==> src/inc/sct_pkg.sv <==
// Shared constants and types for the sample clock trim and sync block
package sct_pkg;

  // Register word offsets
  localparam logic [7:0] SCT_OFF_RATIO_RES = 8'h0A;
  localparam logic [7:0] SCT_OFF_PERIOD_DIV = 8'h12;
  localparam logic [7:0] SCT_OFF_EXT_SYNC = 8'h38;
  localparam logic [7:0] SCT_OFF_SLOW_CTRL = 8'h4B;
  localparam logic [7:0] SCT_OFF_FAST_TRIM = 8'h4D;
  localparam logic [7:0] SCT_OFF_CONV_TIMING = 8'h4E;
  localparam logic [7:0] SCT_OFF_SYNC_CFG = 8'h4F;
  localparam logic [7:0] SCT_OFF_RATIO_CTRL = 8'h50;

  // Reset values
  localparam logic [15:0] SCT_RST_PERIOD_DIV = 16'h0028;
  localparam logic [15:0] SCT_RST_EXT_SYNC = 16'h0000;
  localparam logic [15:0] SCT_RST_SLOW_CTRL = 16'h2612;
  localparam logic [15:0] SCT_RST_FAST_TRIM = 16'h425E;
  localparam logic [15:0] SCT_RST_CONV_TIMING = 16'h0060;
  localparam logic [15:0] SCT_RST_SYNC_CFG = 16'h2090;
  localparam logic [15:0] SCT_RST_RATIO_CTRL = 16'h0000;

  // Field positions
  localparam int SCT_BIT_CLK_EN = 7;
  localparam int SCT_SLOW_TRIM_MSB = 5;
  localparam int SCT_FAST_TRIM_MSB = 7;
  localparam int SCT_BIT_EXT_SYNC_EN = 14;
  localparam int SCT_BIT_SYNC_SRC = 2;
  localparam int SCT_BIT_PIN_IE = 1;
  localparam int SCT_BIT_RATIO_START = 5;

  // Slow trim coding
  localparam logic [5:0] SCT_SLOW_TRIM_CENTRE = 6'h22;
  localparam int SCT_PERIOD_MULT = 4;

  // Timing: system clock, nominal slow clock, trim step
  localparam int SCT_CLK_HZ = 10_000_000;
  localparam int SCT_SLOW_NOM_HZ = 32_000;
  localparam int SCT_SLOW_STEP_HZ = 600;
  localparam int SCT_SLOW_CENTRE_CYC = SCT_CLK_HZ / SCT_SLOW_NOM_HZ;
  localparam int SCT_SLOW_STEP_CYC =
    SCT_CLK_HZ / (SCT_SLOW_NOM_HZ - SCT_SLOW_STEP_HZ) - SCT_SLOW_CENTRE_CYC;

  // Register write request
  typedef struct packed {
    logic wr;
    logic [7:0] addr;
    logic [15:0] wdata;
  } sct_wreq_t;

  // Ratio calculation states
  typedef enum logic [1:0] {
    SCT_R_IDLE = 2'b01,
    SCT_R_RUN = 2'b10
  } sct_ratio_st_t;

endpackage : sct_pkg

==> src/core/sct_core.sv <==
// Sample clock gating, trimming, sample sync selection and clock ratio calculation
`timescale 1ns/1ps
`default_nettype none

// Notes on behaviour
// RL1: Slow sample clock runs only when enabled.
// RL2: Slow trim step shifts frequency; larger slower.
// RL3: Trim zero fastest, all ones slowest, centre 0x22.
// RL4: Fast clock trimmed per step; default 0x5E.
// RL5: Source zero: slow clock and divider time samples.
// RL6: Source one: interrupt pin triggers each sample.
// RL7: Interrupt pin input used only when enabled.
// RL8: Start bit launches ratio; result readable.
// RL9: Host clears start bit before restarting.
// RL10: Host sets external sync enable with source.
// RL11: Sample rate is slow clock over four times divider.
// RL12: Start on rising start bit; result held.
module sct_core #(
  parameter int RATIO_SLOW_TICKS = 4,
  parameter int RES_W = 16
) (
  // Clock and reset
  input wire logic clk_i,
  input wire logic rst_n_i,
  // Register port behind the serial interface
  input wire sct_pkg::sct_wreq_t wreq_i,
  input wire logic rd_i,
  input wire logic [7:0] rd_addr_i,
  output logic [15:0] rd_data_o,
  output logic rd_valid_o,
  // Interrupt pin input side
  input wire logic irq_pin_i,
  // Clock control outputs
  output logic slow_clk_o,
  output logic [5:0] slow_clock_trim_o,
  output logic [7:0] fast_clock_trim_o,
  output logic irq_pin_input_enable_o,
  output logic external_sync_enable_o,
  output logic sample_start_o,
  output logic ratio_busy_o
);

  // Window counter is 8 bits wide and the result must fit one register word
  if (RATIO_SLOW_TICKS < 1 || RATIO_SLOW_TICKS > 256 ||
      RES_W < 1 || RES_W > 16) begin : g_bad_param
    $error("sct_core: unsupported parameter values");
  end

  localparam int PW = 10;

  logic [15:0] period_div_q;
  logic [15:0] ext_sync_q;
  logic [15:0] slow_ctrl_q;
  logic [15:0] fast_trim_q;
  logic [15:0] conv_timing_q;
  logic [15:0] sync_cfg_q;
  logic [15:0] ratio_ctrl_q;
  logic [RES_W-1:0] ratio_res_q;

  // Register writes; reserved bits are kept as written
  always_ff @(posedge clk_i) begin
    if (!rst_n_i) begin
      period_div_q <= sct_pkg::SCT_RST_PERIOD_DIV;
      ext_sync_q <= sct_pkg::SCT_RST_EXT_SYNC;
      slow_ctrl_q <= sct_pkg::SCT_RST_SLOW_CTRL;
      fast_trim_q <= sct_pkg::SCT_RST_FAST_TRIM;
      conv_timing_q <= sct_pkg::SCT_RST_CONV_TIMING;
      sync_cfg_q <= sct_pkg::SCT_RST_SYNC_CFG;
      ratio_ctrl_q <= sct_pkg::SCT_RST_RATIO_CTRL;
    end else if (wreq_i.wr) begin
      case (wreq_i.addr)
        sct_pkg::SCT_OFF_PERIOD_DIV: period_div_q <= wreq_i.wdata;
        sct_pkg::SCT_OFF_EXT_SYNC: ext_sync_q <= wreq_i.wdata;
        sct_pkg::SCT_OFF_SLOW_CTRL: slow_ctrl_q <= wreq_i.wdata;
        sct_pkg::SCT_OFF_FAST_TRIM: fast_trim_q <= wreq_i.wdata;
        sct_pkg::SCT_OFF_CONV_TIMING: conv_timing_q <= wreq_i.wdata;
        sct_pkg::SCT_OFF_SYNC_CFG: sync_cfg_q <= wreq_i.wdata;
        sct_pkg::SCT_OFF_RATIO_CTRL: ratio_ctrl_q <= wreq_i.wdata;
        default: ;
      endcase
    end
  end

  // Register reads answer one cycle later; unmapped offsets read zero
  always_ff @(posedge clk_i) begin
    if (!rst_n_i) begin
      rd_data_o <= 16'h0000;
      rd_valid_o <= 1'b0;
    end else begin
      rd_valid_o <= rd_i;
      case (rd_addr_i)
        sct_pkg::SCT_OFF_RATIO_RES: rd_data_o <= 16'(ratio_res_q); // RL8
        sct_pkg::SCT_OFF_PERIOD_DIV: rd_data_o <= period_div_q;
        sct_pkg::SCT_OFF_EXT_SYNC: rd_data_o <= ext_sync_q;
        sct_pkg::SCT_OFF_SLOW_CTRL: rd_data_o <= slow_ctrl_q;
        sct_pkg::SCT_OFF_FAST_TRIM: rd_data_o <= fast_trim_q;
        sct_pkg::SCT_OFF_CONV_TIMING: rd_data_o <= conv_timing_q;
        sct_pkg::SCT_OFF_SYNC_CFG: rd_data_o <= sync_cfg_q;
        sct_pkg::SCT_OFF_RATIO_CTRL: rd_data_o <= ratio_ctrl_q;
        default: rd_data_o <= 16'h0000;
      endcase
    end
  end

  logic clk_en;
  logic sync_src;
  logic pin_ie;
  logic [5:0] slow_trim;
  assign clk_en = slow_ctrl_q[sct_pkg::SCT_BIT_CLK_EN];
  assign sync_src = sync_cfg_q[sct_pkg::SCT_BIT_SYNC_SRC];
  assign pin_ie = sync_cfg_q[sct_pkg::SCT_BIT_PIN_IE];
  assign slow_trim = slow_ctrl_q[sct_pkg::SCT_SLOW_TRIM_MSB:0];

  // Slow tick period: centre code gives nominal, larger code longer period
  logic [PW-1:0] slow_per;
  assign slow_per = PW'(sct_pkg::SCT_SLOW_CENTRE_CYC)
    + PW'(slow_trim) * PW'(sct_pkg::SCT_SLOW_STEP_CYC)
    - PW'(sct_pkg::SCT_SLOW_TRIM_CENTRE) * PW'(sct_pkg::SCT_SLOW_STEP_CYC); // RL2 RL3

  // Slow oscillator model; held stopped while disabled to save power
  logic [PW-1:0] slow_cnt_q;
  logic slow_tick_q;
  always_ff @(posedge clk_i) begin
    if (!rst_n_i) begin
      slow_cnt_q <= '0;
      slow_tick_q <= 1'b0;
      slow_clk_o <= 1'b0;
    end else if (!clk_en) begin // RL1
      slow_cnt_q <= '0;
      slow_tick_q <= 1'b0;
      slow_clk_o <= 1'b0;
    end else if (slow_cnt_q >= slow_per - PW'(1)) begin // RL2
      slow_cnt_q <= '0;
      slow_tick_q <= 1'b1;
      slow_clk_o <= 1'b1;
    end else begin
      slow_cnt_q <= slow_cnt_q + PW'(1);
      slow_tick_q <= 1'b0;
      if (slow_cnt_q == (slow_per >> 1)) begin
        slow_clk_o <= 1'b0;
      end
    end
  end

  // Trim and pin enable outputs follow their registers
  always_ff @(posedge clk_i) begin
    if (!rst_n_i) begin
      slow_clock_trim_o <= sct_pkg::SCT_RST_SLOW_CTRL[5:0];
      fast_clock_trim_o <= sct_pkg::SCT_RST_FAST_TRIM[7:0];
      irq_pin_input_enable_o <= 1'b0;
      external_sync_enable_o <= 1'b0;
    end else begin
      slow_clock_trim_o <= slow_trim; // RL3
      fast_clock_trim_o <= fast_trim_q[sct_pkg::SCT_FAST_TRIM_MSB:0]; // RL4
      irq_pin_input_enable_o <= pin_ie; // RL7
      external_sync_enable_o <= ext_sync_q[sct_pkg::SCT_BIT_EXT_SYNC_EN]; // RL10
    end
  end

  // Pin synchroniser; the second and third stages feed the edge detector
  logic pin_s1_q;
  logic pin_s2_q;
  logic pin_s3_q;
  always_ff @(posedge clk_i) begin
    if (!rst_n_i) begin
      pin_s1_q <= 1'b0;
      pin_s2_q <= 1'b0;
      pin_s3_q <= 1'b0;
    end else begin
      pin_s1_q <= irq_pin_i;
      pin_s2_q <= pin_s1_q;
      pin_s3_q <= pin_s2_q; // Tracks while disabled: enabling on a high pin is no edge
    end
  end

  logic pin_rise;
  assign pin_rise = pin_ie & pin_s2_q & ~pin_s3_q; // RL6 RL7

  // Sample cycle start: divider of slow ticks or external trigger
  logic [17:0] div_cnt_q;
  logic [17:0] div_end;
  assign div_end = {period_div_q, 2'b00}; // RL11
  always_ff @(posedge clk_i) begin
    if (!rst_n_i) begin
      div_cnt_q <= '0;
      sample_start_o <= 1'b0;
    end else if (sync_src) begin
      div_cnt_q <= '0;
      sample_start_o <= pin_rise; // RL6
    end else if (slow_tick_q && div_end != 18'h00000) begin // RL5
      if (div_cnt_q >= div_end - 18'h00001) begin // RL11
        div_cnt_q <= '0;
        sample_start_o <= 1'b1;
      end else begin
        div_cnt_q <= div_cnt_q + 18'h00001;
        sample_start_o <= 1'b0;
      end
    end else begin
      sample_start_o <= 1'b0;
    end
  end

  // Ratio calculation: fast-reference cycles over a window of slow ticks
  logic start_bit;
  logic start_prev_q;
  sct_pkg::sct_ratio_st_t ratio_st_q;
  logic [RES_W-1:0] ratio_acc_q;
  logic [7:0] win_q;
  assign start_bit = ratio_ctrl_q[sct_pkg::SCT_BIT_RATIO_START];
  always_ff @(posedge clk_i) begin
    if (!rst_n_i) begin
      start_prev_q <= 1'b0;
      ratio_st_q <= sct_pkg::SCT_R_IDLE;
      ratio_acc_q <= '0;
      ratio_res_q <= '0;
      win_q <= 8'h00;
      ratio_busy_o <= 1'b0;
    end else begin
      start_prev_q <= start_bit;
      case (ratio_st_q)
        sct_pkg::SCT_R_IDLE: begin
          // Level held high does not restart; host must clear it first
          if (start_bit && !start_prev_q && clk_en) begin // RL8 RL9 RL12
            ratio_st_q <= sct_pkg::SCT_R_RUN;
            ratio_acc_q <= '0;
            win_q <= 8'h00;
            ratio_busy_o <= 1'b1;
          end
        end
        sct_pkg::SCT_R_RUN: begin
          ratio_acc_q <= ratio_acc_q + RES_W'(1);
          if (slow_tick_q) begin
            win_q <= win_q + 8'h01;
            if (win_q == 8'(RATIO_SLOW_TICKS - 1)) begin
              ratio_res_q <= ratio_acc_q; // RL12
              ratio_st_q <= sct_pkg::SCT_R_IDLE;
              ratio_busy_o <= 1'b0;
            end
          end
          if (!clk_en) begin // No slow clock: abandon, keep old result
            ratio_st_q <= sct_pkg::SCT_R_IDLE;
            ratio_busy_o <= 1'b0;
          end
        end
        default: ratio_st_q <= sct_pkg::SCT_R_IDLE;
      endcase
    end
  end

endmodule : sct_core

`default_nettype wire

==> config.mk <==
export PLATFORM = sky130hd
export DESIGN_NAME = sct_core
export DESIGN_NICKNAME = d
export VERILOG_FILES = /design/src/inc/sct_pkg.sv /design/src/core/sct_core.sv
export SDC_FILE = /design/constraint.sdc
export NUM_CORES = 1
export LEC_CHECK = 0
export BUFFER_PORTS_ARGS = -buffer_cell sky130_fd_sc_hd__clkbuf_2
export CORE_ASPECT_RATIO = 1.25
export CORE_MARGIN = 1.5
export CORE_UTILIZATION = 25
export CTS_CLUSTER_DIAMETER = 50
export DETAILED_ROUTE_END_ITERATION = 10
export PLACE_DENSITY = 0.5
export SLEW_MARGIN = 15
export SYNTH_ARGS = -nofsm -noshare
export SYNTH_HDL_FRONTEND = slang
export SYNTH_SLANG_ARGS = --single-unit
==> constraint.sdc <==
create_clock -name clk_i -period 4.6 [get_ports clk_i]
set_input_delay 0.46 -clock clk_i [delete_from_list [all_inputs] [get_ports clk_i]]
set_output_delay 0.46 -clock clk_i [all_outputs]
set_load 0.02 [all_outputs]
==> impl_metrics.ini <==
[run_status]
run_status = completed

[timing]
min_period_over_period_pct = 90.6
fmax_mhz = 240
max_slew_margin_pct = 25.9
hold_violations = 0
finalSetupViolCount = 0
transition_time_of_the_tightest_slew_check_pin_ns = 1.11
grt_setup_unrepaired = false
clock_skew_ns = 0.0301
fin_tns_setup_ns = 0
slew_violations = 0
final.min_clock_period_ns = 4.17

[grt]
largest_net_degree_at_the_start_of_global_routing = 103
met3_layer_usage_reported_by_global_route_pct = 2.24
global_route_met2_utilization_pct = 24.5
overflow = 0
wire_length_of_the_first_global_routing_pass_mm = 48.1
antenna_found_initial = 1
grtUsageMet1_pct = 17.0
global_route.peak_usage_layer = met2
via_count_of_the_first_global_routing_pass = 8410
grt.total_usage_pct = 13.8

[clock_tree]
cts_buffers = 29
clock_insertion_delay_worst_skew_ns = 0.57
cts_sinks = 223
clock_tree.buffer_depth = 3
post_cts_resize_count = 0
hold_buffer_count_at_cts = 0
clock_tree.root_cell = sky130_fd_sc_hd__clkbuf_16
cts_tree = built
cts.repair_timing.setup_buffer_count = 0
clk_transition_reported_paths_ns = 0.06
clock_tree.htree_level_count = 1

[cells_and_area]
layout.nets = 1306
drive_gt1_share_pct = 12.6
final_cell_area_sq_um = 12500
post_layout_nonfiller_instances = 1809
postLayoutCoreUtil_pct = 29.7
area_delta_synth_final_pct = 17.3

[logic_synthesis]
fraction_of_post_synthesis_cell_area_in_the_top_cell_type_by_area_pct = 42.0
instance_count_of_the_mapped_netlist = 1175
number_of_enable_flip_flop_cells_after_synthesis = 0
yosys_warn_count = 0
ys.flop_type = sky130_fd_sc_hd__dfxtp_1
synth_fp_nets = 1254
post_synthesis_sequential_element_count = 223
post_synth.cell_area_avg_sq_um = 9.06
synth_area_leaders = sky130_fd_sc_hd__dfxtp_1 42%, sky130_fd_sc_hd__nand2_1 6.9%, sky130_fd_sc_hd__mux2i_1 6.9%
synth_cell_type_count = 73
post_synth_arst_share_pct = 0
syn-cell-area_sq_um = 10600
synth_seq_area_share_pct = 42.0
synth_top_area_cell = sky130_fd_sc_hd__dfxtp_1

[detailed_routing]
drt-vias-per-instance = 4.65
drcViolationCount = 0
routed_wire_length_per_instance_um = 16.7
dr.pass1.iters = 10
final_antenna_net_count = 0
count_of_vias_placed_by_the_detailed_router = 8418
route.final.wire_length_mm = 30.2
dr.first_iter.drc_count = 492

[placement]
portBuffers = 72
globalplace.congestion = 0.821
dpl.cell_count = 1755
post_detail_place_hpwl_mm = 21.4
placement.cell_area_sq_um = 11600

[run]
max-cap-violations = 0

[power]
fin_total_pwr_uw = 4230
cellPowerDensity_nw_per_um2 = 339
total_leakage_power_uw = 0.00481
power.ir.vdd_worst_mv = 0.333

[floorplan]
die_height_um = 234
start_util_pct = 25.3
die_width_um = 188
rows = 84
io_pins = 73
die_area_sq_um = 43800
core_sq_um = 42000

[min_path]
hp-class = primary input to register
hold_path_depth = 2

[critical_path]
timing.setup.critical_path_class = register to register
endpoint_class_of_the_critical_path = register
ff2ff_path_depth = 16
worst_ep_required_time_ns = 5.10
worst-path-max-fanout = 10
timing.critical_path.from_type = register
critical_path_arrival_ns = 4.67
==> final cells by class <==
cell class / instances / area, sq um
repair buffers: 84 / 453
clock inverters: 14 / 109
multi-input cells: 877 / 5890
diodes: 1 / 2.50
fillers: 4470 / 29600
flip-flops and latches: 223 / 4460
well taps: 559 / 699
inverters: 12 / 45.0
clock buffers: 39 / 823
==> state kept, by name, summed over array words and instances, names as in the netlist, 2 cells and up <==
name               count
slow_cnt_q            10
period_div_q          16
fast_clock_trim_o      8
sync_cfg_q            16
conv_timing_q         16
ratio_acc_q           16
ext_sync_q            16
fast_trim_q           16
div_cnt_q             18
slow_ctrl_q           16
ratio_res_q           16
rd_data_o             16
win_q                  8
ratio_ctrl_q          16
slow_clock_trim_o      6
ratio_st_q             2
==> through the flow <==
step                      hold WS (ns)  setup WS (ns)
final                           0.0962          0.431
after global routing            0.0880        0.00406
after CTS                       0.0617          0.413
after detailed placement         0.425          0.446
after global placement           0.420          0.457
after floorplan                  0.412          0.769
==> power breakdown <==
| part | internal [uW] | total (uW) | switching (uW) |
|---|---|---|---|
| Combinational | 39.9 | 116 | 76.5 |
| Sequential | 1930 | 1940 | 1.74 |
| Clock | 1270 | 2180 | 912 |
| Total | 3240 | 4230 | 991 |
==> worst max-delay path, stage by stage, from the launching register on <==
cell and delay, ns:
sky130_fd_sc_hd__dfxtp_1 0.40, sky130_fd_sc_hd__ha_1 0.29, sky130_fd_sc_hd__fa_1 0.51, sky130_fd_sc_hd__inv_1 0.08
sky130_fd_sc_hd__ha_1 0.22, sky130_fd_sc_hd__xnor2_1 0.38, sky130_fd_sc_hd__nand3b_1 0.18, sky130_fd_sc_hd__nand2b_1 0.19
sky130_fd_sc_hd__o21ai_0 0.21, sky130_fd_sc_hd__xor2_1 0.17, sky130_fd_sc_hd__ha_1 0.26, sky130_fd_sc_hd__nand4_1 0.10
sky130_fd_sc_hd__a21oi_1 0.04, sky130_fd_sc_hd__a2111oi_0 0.38, sky130_fd_sc_hd__o21bai_1 0.17, sky130_fd_sc_hd__or2_2 0.40
sky130_fd_sc_hd__nor2_1 0.13
==> layer usage <==
metal	vias up	share of wire [%]
met5	-	0
li1	4224	-
met3	42	3.9
met2	138	49
met4	0	2.2
met1	4014	45
==> cell usage in the layout (no fill, tap or decap), types with 14 or more instances in the layout <==
cell type	instances
sky130_fd_sc_hd__clkbuf_16	29
sky130_fd_sc_hd__o21ai_0	23
sky130_fd_sc_hd__a21boi_0	54
sky130_fd_sc_hd__nand4_1	14
sky130_fd_sc_hd__nand2_1	195
sky130_fd_sc_hd__ha_1	41
sky130_fd_sc_hd__and3_1	18
sky130_fd_sc_hd__a22o_1	16
sky130_fd_sc_hd__clkbuf_2	71
sky130_fd_sc_hd__dfxtp_1	223
sky130_fd_sc_hd__a222oi_1	22
sky130_fd_sc_hd__nand3_1	41
sky130_fd_sc_hd__xnor2_1	26
sky130_fd_sc_hd__nor2_1	74
sky130_fd_sc_hd__mux2i_1	73
sky130_fd_sc_hd__and2_1	27
sky130_fd_sc_hd__nor2b_1	68
sky130_fd_sc_hd__xor2_1	38
==> cells in the mapped netlist (26+ instances only) <==
master / count
sky130_fd_sc_hd__xnor2_1: 26
sky130_fd_sc_hd__nand3_1: 41
sky130_fd_sc_hd__a21boi_0: 54
sky130_fd_sc_hd__nor2_1: 75
sky130_fd_sc_hd__nor2b_1: 68
sky130_fd_sc_hd__and2_1: 27
sky130_fd_sc_hd__ha_1: 41
sky130_fd_sc_hd__xor2_1: 38
sky130_fd_sc_hd__clkbuf_1: 48
sky130_fd_sc_hd__nand2_1: 195
sky130_fd_sc_hd__mux2i_1: 73
sky130_fd_sc_hd__dfxtp_1: 223
==> kinds of logic after synthesis <==
family | synth area share [%]
AND/OR/NAND/NOR | 23.6
flip-flops | 42.0
AO/OA/AOI/OAI | 14.3
buffers and inverters | 2.99
multiplexers | 6.87
XOR/XNOR | 5.27
adder cells (fa/ha/maj) | 5.01
==> final timing paths <==
check                           slack (ns)      startpoint       endpoint
worst max-delay path                  0.43  slow_ctrl_q[0]  slow_cnt_q[9]
worst max register to register        0.43  slow_ctrl_q[0]  slow_cnt_q[9]
worst min register to register        0.44        pin_s1_q       pin_s2_q
worst min-delay path                   0.1            rd_i     rd_valid_o
(Power assumes the default switching activity.)
